--- config.mk ---
export PLATFORM = sky130hd
export DESIGN_NAME = bprs_top
export DESIGN_NICKNAME = d
export VERILOG_FILES = /design/src/bprs_pkg.sv /design/src/bprs_timer.sv /design/src/bprs_top.sv
export SDC_FILE = /design/constraint.sdc
export NUM_CORES = 1
export LEC_CHECK = 0
export BUFFER_PORTS_ARGS = -buffer_cell sky130_fd_sc_hd__buf_2
export CELL_PAD_IN_SITES_DETAIL_PLACEMENT = 0
export CELL_PAD_IN_SITES_GLOBAL_PLACEMENT = 2
export CORE_MARGIN = 10
export CORE_UTILIZATION = 42
export DETAILED_ROUTE_END_ITERATION = 8
export PLACE_DENSITY = 0.85
export SLEW_MARGIN = 20
export SYNTH_ARGS = -nofsm -noshare
export SYNTH_HDL_FRONTEND = slang
export SYNTH_SLANG_ARGS = --single-unit
--- constraint.sdc ---
create_clock -name sys_clk -period 7.5 [get_ports sys_clk]
set_input_delay 0.375 -clock sys_clk [delete_from_list [all_inputs] [get_ports sys_clk]]
set_output_delay 0.375 -clock sys_clk [all_outputs]
set_load 0.01 [all_outputs]
--- src/bprs_pkg.sv ---
// constants, state codes and register map for the board power and reset sequencer
package bprs_pkg;
  // clock rate and wait times
  localparam int CLK_MHZ = 125;
  localparam int CLK_KHZ = 125000;
  localparam int WAIT_LONG_MS = 10;
  localparam int WAIT_RAIL_MS = 5;
  localparam int WAIT_CLK_MS = 1;
  localparam int FLASH_MS = 500;
  localparam int CYC_LONG = WAIT_LONG_MS * CLK_KHZ;
  localparam int CYC_RAIL = WAIT_RAIL_MS * CLK_KHZ;
  localparam int CYC_CLK = WAIT_CLK_MS * CLK_KHZ;
  localparam int CYC_FLASH = FLASH_MS * CLK_KHZ;
  // sync pulse is a least width, so round up
  localparam int SYNC_PULSE_NS = 362;
  localparam logic [5:0] SYNC_PULSE_CYC = 6'((SYNC_PULSE_NS * CLK_MHZ + 999) / 1000);
  localparam int PPS_STABLE_US = 10;
  localparam logic [10:0] PPS_STABLE_CYC = 11'(PPS_STABLE_US * CLK_MHZ);
  // register map, byte offsets on the spi link
  localparam logic [6:0] REG_USER_LED = 7'h08;
  localparam logic [6:0] REG_REFCLK_SEL = 7'h09;
  localparam logic [6:0] REG_SEQ_STATE = 7'h0a;
  localparam logic [6:0] REG_LATCHED_GOOD = 7'h0b;
  localparam logic [3:0] USER_LED_RST = 4'h0;
  localparam logic REFCLK_SEL_RST = 1'b0;
  // spi frame: command byte (bit7 read, bits6:0 offset) then data byte
  localparam logic [4:0] SPI_CMD_LAST = 5'h07;
  localparam logic [4:0] SPI_DATA_LAST = 5'h0f;
  localparam int STRAP_W = 17;
  localparam int ASYNC_W = 35;
  typedef enum logic [3:0] {
    ST_IDLE = 4'h0,
    ST_EN5 = 4'h1,
    ST_EN25 = 4'h2,
    ST_CORE = 4'h3,
    ST_V18 = 4'h4,
    ST_CLK23 = 4'h5,
    ST_CLK1 = 4'h6,
    ST_V15 = 4'h7,
    ST_V075 = 4'h8,
    ST_RSTREL = 4'h9,
    ST_PORREL = 4'ha,
    ST_FULLREL = 4'hb,
    ST_ON = 4'hc,
    ST_FWAIT = 4'hd,
    ST_FAIL = 4'he
  } bprs_state_t;
endpackage

--- src/bprs_timer.sv ---
// wait timer for the sequencer steps
`timescale 1ns/10ps
`default_nettype none
module bprs_timer
  import bprs_pkg::*;
(
  input wire logic sys_clk,
  input wire logic rstn,
  input wire logic clear,
  input wire logic run,
  input wire logic [31:0] limit,
  output logic done
);
  logic [31:0] count;
  logic [31:0] next_count;

  // counts up to the limit and parks there until cleared
  always_comb begin
    next_count = count;
    if (clear)
      next_count = 32'h0000_0000;
    else if (run && (count != limit))
      next_count = count + 32'h0000_0001;
  end

  always_ff @(posedge sys_clk or negedge rstn) begin
    if (!rstn)
      count <= 32'h0000_0000;
    else
      count <= next_count;
  end

  assign done = (count == limit);
endmodule
`default_nettype wire

--- src/bprs_top.sv ---
// board power, clock and processor reset sequencer with spi register access
`timescale 1ns/10ps
`default_nettype none
module bprs_top
  import bprs_pkg::*;
#(
  parameter logic [31:0] P_WAIT_LONG = 32'(CYC_LONG),
  parameter logic [31:0] P_WAIT_RAIL = 32'(CYC_RAIL),
  parameter logic [31:0] P_WAIT_CLK = 32'(CYC_CLK),
  parameter logic [31:0] P_FLASH = 32'(CYC_FLASH),
  parameter logic [31:0] P_SYNC_MATCH = 32'h0000_1000
)(
  input wire logic sys_clk,
  input wire logic rstn,
  input wire logic aux_rail_good,
  input wire logic five_volt_good,
  input wire logic two_five_volt_good,
  input wire logic core_supply_good_a,
  input wire logic core_supply_good_b,
  input wire logic core_supply_good_both,
  input wire logic one_eight_volt_good,
  input wire logic one_five_volt_good,
  input wire logic point75_volt_good,
  input wire logic clkgen23_locked,
  input wire logic clkgen1_locked,
  input wire logic proc_reset_status_n,
  input wire logic [STRAP_W-1:0] boot_strap_switches,
  input wire logic pcie_enable_switch,
  input wire logic refclk_default_switch,
  input wire logic pps_in,
  input wire logic spi_sck,
  input wire logic spi_cs_n,
  input wire logic spi_mosi,
  output logic spi_miso,
  output logic five_volt_enable,
  output logic two_five_volt_enable,
  output logic core_supply_enable_a,
  output logic core_supply_enable_b,
  output logic one_eight_volt_enable,
  output logic one_five_volt_enable,
  output logic point75_volt_enable,
  output logic level_shift_oe_n,
  output logic clkgen23_init,
  output logic clkgen1_init,
  output logic clkgen_power_down_n,
  output logic refclk_init,
  output logic refclk_buffer_oe,
  output logic refclk_source_select,
  output logic proc_reset_n,
  output logic proc_local_reset_n,
  output logic proc_power_on_reset_n,
  output logic proc_full_reset_n,
  output logic [STRAP_W-1:0] boot_strap_out,
  output logic [STRAP_W-1:0] boot_strap_oe_n,
  output logic proc_timer_in0_out,
  output logic proc_timer_in0_oe_n,
  output logic proc_timer_in1_out,
  output logic proc_timer_in1_oe_n,
  output logic rx_bandwidth_select,
  output logic power_good_led,
  output logic [3:0] debug_led,
  output logic proc_sync_pulse,
  output logic pps_forward_irq
);
  logic [ASYNC_W-1:0] sync1, sync2;
  logic [STRAP_W-1:0] s_strap;
  logic s_aux, s_five, s_two_five, s_ca, s_cb, s_cboth, s_one_eight, s_one_five, s_p75;
  logic s_lk23, s_lk1, s_status_n, s_pcie_en, s_refsw, s_pps, s_sck, s_cs_n, s_mosi;
  bprs_state_t state, next_state;
  logic seen, next_seen, cond, timer_clear, timer_done;
  logic [31:0] limit;
  logic status_prev, status_rise, rail_fail, all_good;
  logic strap_drv, next_strap_drv;
  logic [7:0] live_goods, latched_good, next_latched_good;
  logic flash_on, next_flash_on;
  logic [1:0] pair_idx, next_pair_idx;
  logic [3:0] user_led, next_user_led, next_debug_led;
  logic next_refsel, next_refclk_oe;
  logic sck_prev, sck_fall, sck_rise, spi_wr, next_miso;
  logic [4:0] bit_cnt, next_bit_cnt;
  logic [7:0] shift_in, next_shift_in, cmd, next_cmd, shift_out, next_shift_out, wr_data;
  logic [31:0] free_cnt;
  logic [5:0] sync_cnt, next_sync_cnt;
  logic [10:0] pps_cnt, next_pps_cnt;

  // register file read decode
  function automatic logic [7:0] reg_read(input logic [6:0] addr, input logic [3:0] led, input logic sel,
                                          input logic [3:0] st, input logic [7:0] goods);
    case (addr)
      REG_USER_LED: reg_read = {4'h0, led};
      REG_REFCLK_SEL: reg_read = {7'h00, sel};
      REG_SEQ_STATE: reg_read = {4'h0, st};
      REG_LATCHED_GOOD: reg_read = goods;
      default: reg_read = 8'h00;
    endcase
  endfunction

  // every pin input except sys_clk and rstn goes through two flops; only sync2 is read by logic
  assign {s_strap, s_aux, s_five, s_two_five, s_ca, s_cb, s_cboth, s_one_eight, s_one_five, s_p75,
          s_lk23, s_lk1, s_status_n, s_pcie_en, s_refsw, s_pps, s_sck, s_cs_n, s_mosi} = sync2;
  assign all_good = s_aux & s_five & s_two_five & s_ca & s_cb & s_cboth & s_one_eight & s_one_five & s_p75;
  assign rail_fail = !all_good;
  assign status_rise = s_status_n & !status_prev;
  assign live_goods = {s_five, s_two_five, s_one_eight, s_one_five, s_p75, s_cboth, s_cb, s_ca};
  assign sck_fall = sck_prev & !s_sck;
  assign sck_rise = !sck_prev & s_sck;

  // sequencer steps; each timed step names its qualifying condition, and its wait when that is not the rail wait
  always_comb begin
    next_state = state;
    cond = 1'b0;
    limit = P_WAIT_RAIL;
    case (state)
      ST_IDLE: if (s_aux) next_state = ST_EN5;
      ST_EN5: begin
        cond = 1'b1;
        limit = P_WAIT_LONG;
        if (timer_done) next_state = ST_EN25;
      end
      ST_EN25: begin
        cond = s_five & s_two_five;
        if (timer_done) next_state = ST_CORE;
      end
      ST_CORE: begin
        cond = s_ca & s_cb;
        if (timer_done) next_state = ST_V18;
      end
      ST_V18: begin
        cond = s_one_eight;
        if (timer_done) next_state = ST_CLK23;
      end
      ST_CLK23: begin
        cond = s_lk23;
        limit = P_WAIT_CLK;
        if (timer_done) next_state = ST_CLK1;
      end
      ST_CLK1: begin
        cond = 1'b1;
        limit = P_WAIT_CLK;
        if (timer_done) next_state = ST_V15;
      end
      ST_V15: begin
        cond = s_one_five;
        if (timer_done) next_state = ST_V075;
      end
      ST_V075: begin
        cond = s_p75;
        if (timer_done) next_state = ST_RSTREL;
      end
      ST_RSTREL: begin
        cond = 1'b1;
        if (timer_done) next_state = ST_PORREL;
      end
      ST_PORREL: begin
        cond = 1'b1;
        if (timer_done) next_state = ST_FULLREL;
      end
      ST_FULLREL: if (status_rise) next_state = ST_ON;
      ST_ON: if (rail_fail) next_state = ST_FWAIT;
      ST_FWAIT: begin
        cond = 1'b1;
        if (timer_done) next_state = ST_FAIL;
      end
      ST_FAIL: begin
        cond = 1'b1;
        limit = P_FLASH;
      end
      default: next_state = ST_IDLE;
    endcase
    // a wait starts at first sight of its condition and keeps counting after that
    next_seen = (next_state != state) ? 1'b0 : (seen | cond);
    timer_clear = (next_state != state) || ((state == ST_FAIL) && timer_done);
  end

  bprs_timer u_timer (
    .sys_clk(sys_clk),
    .rstn(rstn),
    .clear(timer_clear),
    .run(cond | seen),
    .limit(limit),
    .done(timer_done)
  );

  // strap drive, latched goods, failure flashing and the spi register side
  always_comb begin
    next_strap_drv = strap_drv;
    if ((state == ST_V075) && s_p75)
      next_strap_drv = 1'b1;
    else if (((state == ST_FULLREL) && status_rise) || (state == ST_FAIL))
      next_strap_drv = 1'b0;
    // keep the last all-good snapshot; the failing sample itself is not stored
    next_latched_good = ((state == ST_ON) && !rail_fail) ? live_goods : latched_good;
    next_flash_on = flash_on;
    next_pair_idx = pair_idx;
    if ((state == ST_FAIL) && timer_done) begin
      next_flash_on = !flash_on;
      if (flash_on) next_pair_idx = pair_idx + 2'h1;
    end
    next_bit_cnt = bit_cnt;
    next_shift_in = shift_in;
    next_cmd = cmd;
    next_shift_out = shift_out;
    next_miso = spi_miso;
    spi_wr = 1'b0;
    wr_data = {shift_in[6:0], s_mosi};
    if (s_cs_n) begin
      next_bit_cnt = 5'h00;
      next_miso = 1'b0;
    end else if (sck_fall) begin
      next_shift_in = wr_data;
      if (bit_cnt != 5'h1f) next_bit_cnt = bit_cnt + 5'h01;
      if (bit_cnt == SPI_CMD_LAST) begin
        next_cmd = wr_data;
        next_shift_out = reg_read(wr_data[6:0], user_led, refclk_source_select, state, latched_good);
      end
      spi_wr = (bit_cnt == SPI_DATA_LAST) && !cmd[7];
    end else if (sck_rise) begin
      next_miso = shift_out[7];
      next_shift_out = {shift_out[6:0], 1'b0};
    end
    next_user_led = (spi_wr && (cmd[6:0] == REG_USER_LED)) ? wr_data[3:0] : user_led;
    next_refsel = refclk_source_select;
    if ((state == ST_IDLE) && (next_state == ST_EN5))
      next_refsel = s_pcie_en ? s_refsw : REFCLK_SEL_RST;
    else if (spi_wr && (cmd[6:0] == REG_REFCLK_SEL))
      next_refsel = wr_data[0];
    // below ST_ON the display follows the state, so a stalled step leaves it frozen
    if (next_state < ST_ON)
      next_debug_led = next_state;
    else if (next_state == ST_FAIL)
      next_debug_led = next_flash_on ?
        {next_pair_idx, next_latched_good[{next_pair_idx, 1'b1}], next_latched_good[{next_pair_idx, 1'b0}]} :
        4'h0;
    else
      next_debug_led = next_user_led;
    next_refclk_oe = (next_state >= ST_RSTREL) && (next_state != ST_FAIL) &&
                     (refclk_buffer_oe | (s_lk23 & s_lk1));
    next_sync_cnt = (free_cnt == P_SYNC_MATCH) ? SYNC_PULSE_CYC :
                    (sync_cnt != 6'h00) ? sync_cnt - 6'h01 : 6'h00;
    next_pps_cnt = !s_pps ? 11'h000 : (pps_cnt == PPS_STABLE_CYC) ? pps_cnt : pps_cnt + 11'h001;
  end

  // sequencer and bookkeeping registers
  always_ff @(posedge sys_clk or negedge rstn) begin
    if (!rstn) begin
      sync1 <= '0;
      sync2 <= '0;
      state <= ST_IDLE;
      seen <= 1'b0;
      status_prev <= 1'b0;
      strap_drv <= 1'b0;
      latched_good <= 8'h00;
      flash_on <= 1'b0;
      pair_idx <= 2'h0;
      user_led <= USER_LED_RST;
      sck_prev <= 1'b0;
      bit_cnt <= 5'h00;
      shift_in <= 8'h00;
      cmd <= 8'h00;
      shift_out <= 8'h00;
      free_cnt <= 32'h0000_0000;
      sync_cnt <= 6'h00;
      pps_cnt <= 11'h000;
    end else begin
      sync1 <= {boot_strap_switches, aux_rail_good, five_volt_good, two_five_volt_good, core_supply_good_a,
                core_supply_good_b, core_supply_good_both, one_eight_volt_good, one_five_volt_good,
                point75_volt_good, clkgen23_locked, clkgen1_locked, proc_reset_status_n, pcie_enable_switch,
                refclk_default_switch, pps_in, spi_sck, spi_cs_n, spi_mosi};
      sync2 <= sync1;
      state <= next_state;
      seen <= next_seen;
      status_prev <= s_status_n;
      strap_drv <= next_strap_drv;
      latched_good <= next_latched_good;
      flash_on <= next_flash_on;
      pair_idx <= next_pair_idx;
      user_led <= next_user_led;
      sck_prev <= s_sck;
      bit_cnt <= next_bit_cnt;
      shift_in <= next_shift_in;
      cmd <= next_cmd;
      shift_out <= next_shift_out;
      free_cnt <= free_cnt + 32'h0000_0001;
      sync_cnt <= next_sync_cnt;
      pps_cnt <= next_pps_cnt;
    end
  end

  // pin outputs; the state-driven ones are decoded from the next state so they move on the same edge as the state
  always_ff @(posedge sys_clk or negedge rstn) begin
    if (!rstn) begin
      five_volt_enable <= 1'b0;
      two_five_volt_enable <= 1'b0;
      core_supply_enable_a <= 1'b0;
      core_supply_enable_b <= 1'b0;
      one_eight_volt_enable <= 1'b0;
      one_five_volt_enable <= 1'b0;
      point75_volt_enable <= 1'b0;
      level_shift_oe_n <= 1'b1;
      clkgen23_init <= 1'b0;
      clkgen1_init <= 1'b0;
      clkgen_power_down_n <= 1'b1;
      refclk_init <= 1'b0;
      refclk_buffer_oe <= 1'b0;
      refclk_source_select <= REFCLK_SEL_RST;
      proc_reset_n <= 1'b0;
      proc_local_reset_n <= 1'b0;
      proc_power_on_reset_n <= 1'b0;
      proc_full_reset_n <= 1'b0;
      boot_strap_out <= '0;
      boot_strap_oe_n <= '1;
      proc_timer_in0_out <= 1'b0;
      proc_timer_in0_oe_n <= 1'b1;
      proc_timer_in1_out <= 1'b0;
      proc_timer_in1_oe_n <= 1'b1;
      rx_bandwidth_select <= 1'b0;
      power_good_led <= 1'b0;
      debug_led <= 4'h0;
      spi_miso <= 1'b0;
      proc_sync_pulse <= 1'b0;
      pps_forward_irq <= 1'b0;
    end else begin
      // 5V powers board logic too, so it stays on in failure
      five_volt_enable <= (next_state != ST_IDLE);
      two_five_volt_enable <= (next_state >= ST_EN25) && (next_state != ST_FAIL);
      core_supply_enable_a <= (next_state >= ST_CORE) && (next_state != ST_FAIL);
      core_supply_enable_b <= (next_state >= ST_CORE) && (next_state != ST_FAIL);
      one_eight_volt_enable <= (next_state >= ST_V18) && (next_state != ST_FAIL);
      clkgen23_init <= (next_state >= ST_CLK23) && (next_state != ST_FAIL);
      clkgen1_init <= (next_state >= ST_CLK1) && (next_state != ST_FAIL);
      one_five_volt_enable <= (next_state >= ST_V15) && (next_state != ST_FAIL);
      point75_volt_enable <= (next_state >= ST_V075) && (next_state != ST_FAIL);
      level_shift_oe_n <= !((next_state >= ST_V075) && (next_state != ST_FAIL));
      refclk_init <= (next_state >= ST_V075) && (next_state != ST_FAIL);
      clkgen_power_down_n <= (next_state != ST_FAIL);
      refclk_buffer_oe <= next_refclk_oe;
      refclk_source_select <= next_refsel;
      proc_reset_n <= (next_state >= ST_RSTREL) && (next_state != ST_FAIL);
      proc_local_reset_n <= (next_state >= ST_RSTREL) && (next_state != ST_FAIL);
      proc_power_on_reset_n <= (next_state >= ST_PORREL) && (next_state <= ST_ON);
      proc_full_reset_n <= (next_state >= ST_FULLREL) && (next_state != ST_FAIL);
      boot_strap_out <= s_strap;
      boot_strap_oe_n <= {STRAP_W{!next_strap_drv}};
      proc_timer_in0_out <= s_pcie_en;
      proc_timer_in0_oe_n <= (next_state == ST_ON);
      proc_timer_in1_out <= 1'b0;
      proc_timer_in1_oe_n <= 1'b1;
      rx_bandwidth_select <= 1'b0;
      power_good_led <= (next_state == ST_ON);
      debug_led <= next_debug_led;
      spi_miso <= next_miso;
      proc_sync_pulse <= (next_sync_cnt != 6'h00);
      pps_forward_irq <= s_pps && (next_pps_cnt == PPS_STABLE_CYC);
    end
  end
endmodule
`default_nettype wire

==> flow_metrics.tcl <==
set metrics [dict create \
    postSynthAreaPerCell_um2 11.43 \
    dr.pass1.iters 5 \
    grt_pass1_wl_um 36830 \
    rsz0062_at_grt "no" \
    synth_cell_types 76 \
    vias 6923 \
    peakVddDrop_mv 0.1981 \
    synth_top_area_frac 0.5832 \
    synth-edff-count 0 \
    core-area_um2 24250 \
    clk_latency_ns 0.54 \
    end_kind "flop" \
    cts_resized 0 \
    intPower_mw 2.278 \
    wirelength_um 21860 \
    antenna_found_initial 1 \
    yosysSeqAreaShare 0.5933 \
    globalplace.congestion 0.8194 \
    drive_gt1_frac 0.1823 \
    synth_largest_area_cell "dfrtp_1" \
    overflow 0 \
    drt_iter0_markers 354 \
    clock-sinks 245 \
    pwr-share-seq 0.482 \
    clkPwrFrac 0.445 \
    crit_slowest_cell "dfrtp_1" \
    tightest_slew_ns 0.8906 \
    vias_per_cell 5.064 \
    slew_viol_final 0 \
    finalCriticalPeriod_ns 3.662 \
    final.setup.worst_slack_ns 3.838 \
    critPathMaxFanout 25 \
    critPathLaunchType "flop" \
    seq_area_um2 6136 \
    grt_pass1_vias 7093 \
    final_core_util 0.5058 \
    relSlewSlack 0.4008 \
    dieHeight_um 176.9 \
    drc_errors 0 \
    preCtsSetupSlack_ns 3.799 \
    holdBufCountCts 36 \
    numPlacedInstances 1284 \
    cpPeakStageDelay_ns 0.77 \
    cp_data_required_time_ns 7.88 \
    synthXorXnorAreaFrac 0.06691 \
    critPathArrivalTime_ns 4.04 \
    p_per_area_nw_per_um2 243.2 \
    async_reset_ff_frac 1.000 \
    nets 1071 \
    cts_setup_buffers 0 \
    cap_violations 0 \
    min_from "sync2[18]" \
    p_sw_uw 704.7 \
    syn_to_final_growth_pct 18.60 \
    die_area_um2 31300 \
    synthCells 905 \
    synthMuxAreaShare 0.03811 \
    hold_viol_final 0 \
    io_buffers 98 \
    yosysWarningCount 0 \
    p_leak_nw 5.631 \
    ctsRootBufferMaster "clkbuf_16" \
    grt_util_all_layers 0.1412 \
    tritoncts "yes" \
    setup_violations 0 \
    wl_per_cell_um 15.99 \
    yosysMostFrequentCell "dfrtp_1" \
    grt_start_max_net_pins 170 \
    crit_chain "or4b_1 -> or3_4 -> a22oi_2 -> nand4_1 -> nor2_1 -> o211ai_1 -> nor2_2 -> nor2_1" \
    initial_core_util 0.4265 \
    worst-setup-path-type "flop to flop" \
    ys.flop_type "dfrtp_1" \
    r2r-start "state[0]" \
    cts_buffers 25 \
    instances_no_fill 1367 \
    fill_cells 2161 \
    synthTopCellsByCount "dfrtp_1 (241), nand2_1 (82), nor2_1 (82), xnor2_1 (51), inv_1 (31)" \
    clockBufferDepth 3 \
    die_x_um 176.9 \
    cts.htree.levels 1 \
    io_pins 102 \
    fmax_ghz 0.2731 \
    startpoint "state[0]" \
    netSwitchingFraction 0.2362 \
    skew_ns 0.01335 \
    synth-compound-area-share 0.07018 \
    ys_seq_elements 245 \
    comb_power_share 0.073 \
    multi_input_area_um2 3817 \
    rows 57 \
    outcome "complete, no violations" \
    synthTopCellsByArea "dfrtp_1 (58%), xnor2_1 (4.3%), nand2_1 (3.0%)" \
    ant_nets 0 \
    synth_top_family_by_area "simple AND/OR/NAND/NOR gates" \
    path_common_cell "nor2_1" \
    hold_class "flop to flop" \
    period_share 0.4883 \
    syn_area_um2 10340 \
    finalSetupTns_ns 0 \
    clk_pin_slew_ns 0.06 \
    dpl.hpwl_um 14870 \
    synth-simple-area-share 0.1789 \
    synthAdderAreaFrac 0.01331 \
]
logic make-up after synthesis:
kind of cell / after synthesis
muxes: 35
other: 2
AOI/OAI and AO/OA: 104
and+or+nand+nor: 350
adders and majority gates: 11
DFF: 245
buffers and inverters: 79
xor gates and xnor gates: 79
layer usage:
layer  vias to the layer above  track usage  part of all wire
met4                         0      0.03958             0.025
li1                       3349            -                 -
met1                      3380       0.1916              0.47
met5                         -            0                 0
met3                        39      0.03755             0.070
met2                       155       0.2185              0.44
metrics by stage:
step	hold slack [ns]	power (mW)	instance area, µm²
after detailed placement	0.3347	1.667	11010
after global routing	0.3494	3.116	12260
after global placement	0.3313	1.664	11010
final	0.3433	2.983	12260
after CTS	0.3467	3.024	12260
after floorplan	0.07941	1.565	10340
final timing paths:
kind                                      to  slack, ns  cells past startpoint
setup / recovery           u_timer.count[12]       3.84                      8
min in group asynchronous       shift_out[5]       0.41                      2
hold reg to reg            boot_strap_out[0]       0.34                      0
hold / removal             boot_strap_out[0]       0.34                      0
setup reg to reg           u_timer.count[12]       3.84                      8
max in group asynchronous          sync2[32]       5.83                      3
cell usage in the layout (no fill, tap or decap), drive strengths merged, types with 7 or more instances in the layout:
| cell | instances |
|---|---|
| dfrtp | 241 |
| buf | 100 |
| nor2 | 84 |
| nand2 | 83 |
| xnor2 | 51 |
| dlygate4sd3 | 36 |
| inv | 34 |
| clkbuf | 32 |
| nand3 | 29 |
| xor2 | 28 |
| o21ai | 26 |
| nand4 | 24 |
| nor3 | 22 |
| mux2 | 22 |
| a21oi | 19 |
| nand2b | 16 |
| nor4 | 15 |
| nor2b | 12 |
| mux2i | 12 |
| and3 | 11 |
| ha | 11 |
| and2 | 11 |
| nor4b | 11 |
| a22oi | 8 |
| nor3b | 7 |
critical path: cells and delay by family, from the launching register on:
family	cells	cell delay (ns)
simple gates	6	2.33
compound gates	2	0.40
flops	1	0.77
registers in the layout, summed over array words and instances (netlist names), 4 cells and up:
| register | count |
|---|---|
| state | 4 |
| shift_in | 7 |
| user_led | 4 |
| sync_cnt | 6 |
| shift_out | 8 |
| pps_cnt | 11 |
| bit_cnt | 5 |
| sync1 | 35 |
| sync2 | 35 |
| cmd | 8 |
| debug_led | 4 |
| u_timer.count | 32 |
| latched_good | 8 |
| free_cnt | 32 |
| boot_strap_out | 17 |
power groups by stage:
stage / registers [mW] / logic [mW] / clock network (mW)
floorplan: 1.44 / 0.125 / 0
global placement: 1.46 / 0.203 / 0
detailed placement: 1.46 / 0.205 / 0
CTS: 1.44 / 0.221 / 1.36
global route: 1.45 / 0.245 / 1.42
finish: 1.44 / 0.217 / 1.33
final cells by class:
| class | count | share of cell area |
|---|---|---|
| Timing Repair Buffer | 136 | 0.07243 |
| Antenna cell | 1 | 0.0002040 |
| Tap cell | 324 | 0.03305 |
| Multi-Input combinational cell | 582 | 0.3113 |
| Inverter | 33 | 0.01010 |
| Clock buffer | 32 | 0.05478 |
| Clock inverter | 14 | 0.01785 |
| Sequential cell | 245 | 0.5003 |
Note: power is estimated with default switching activity, not from simulation.
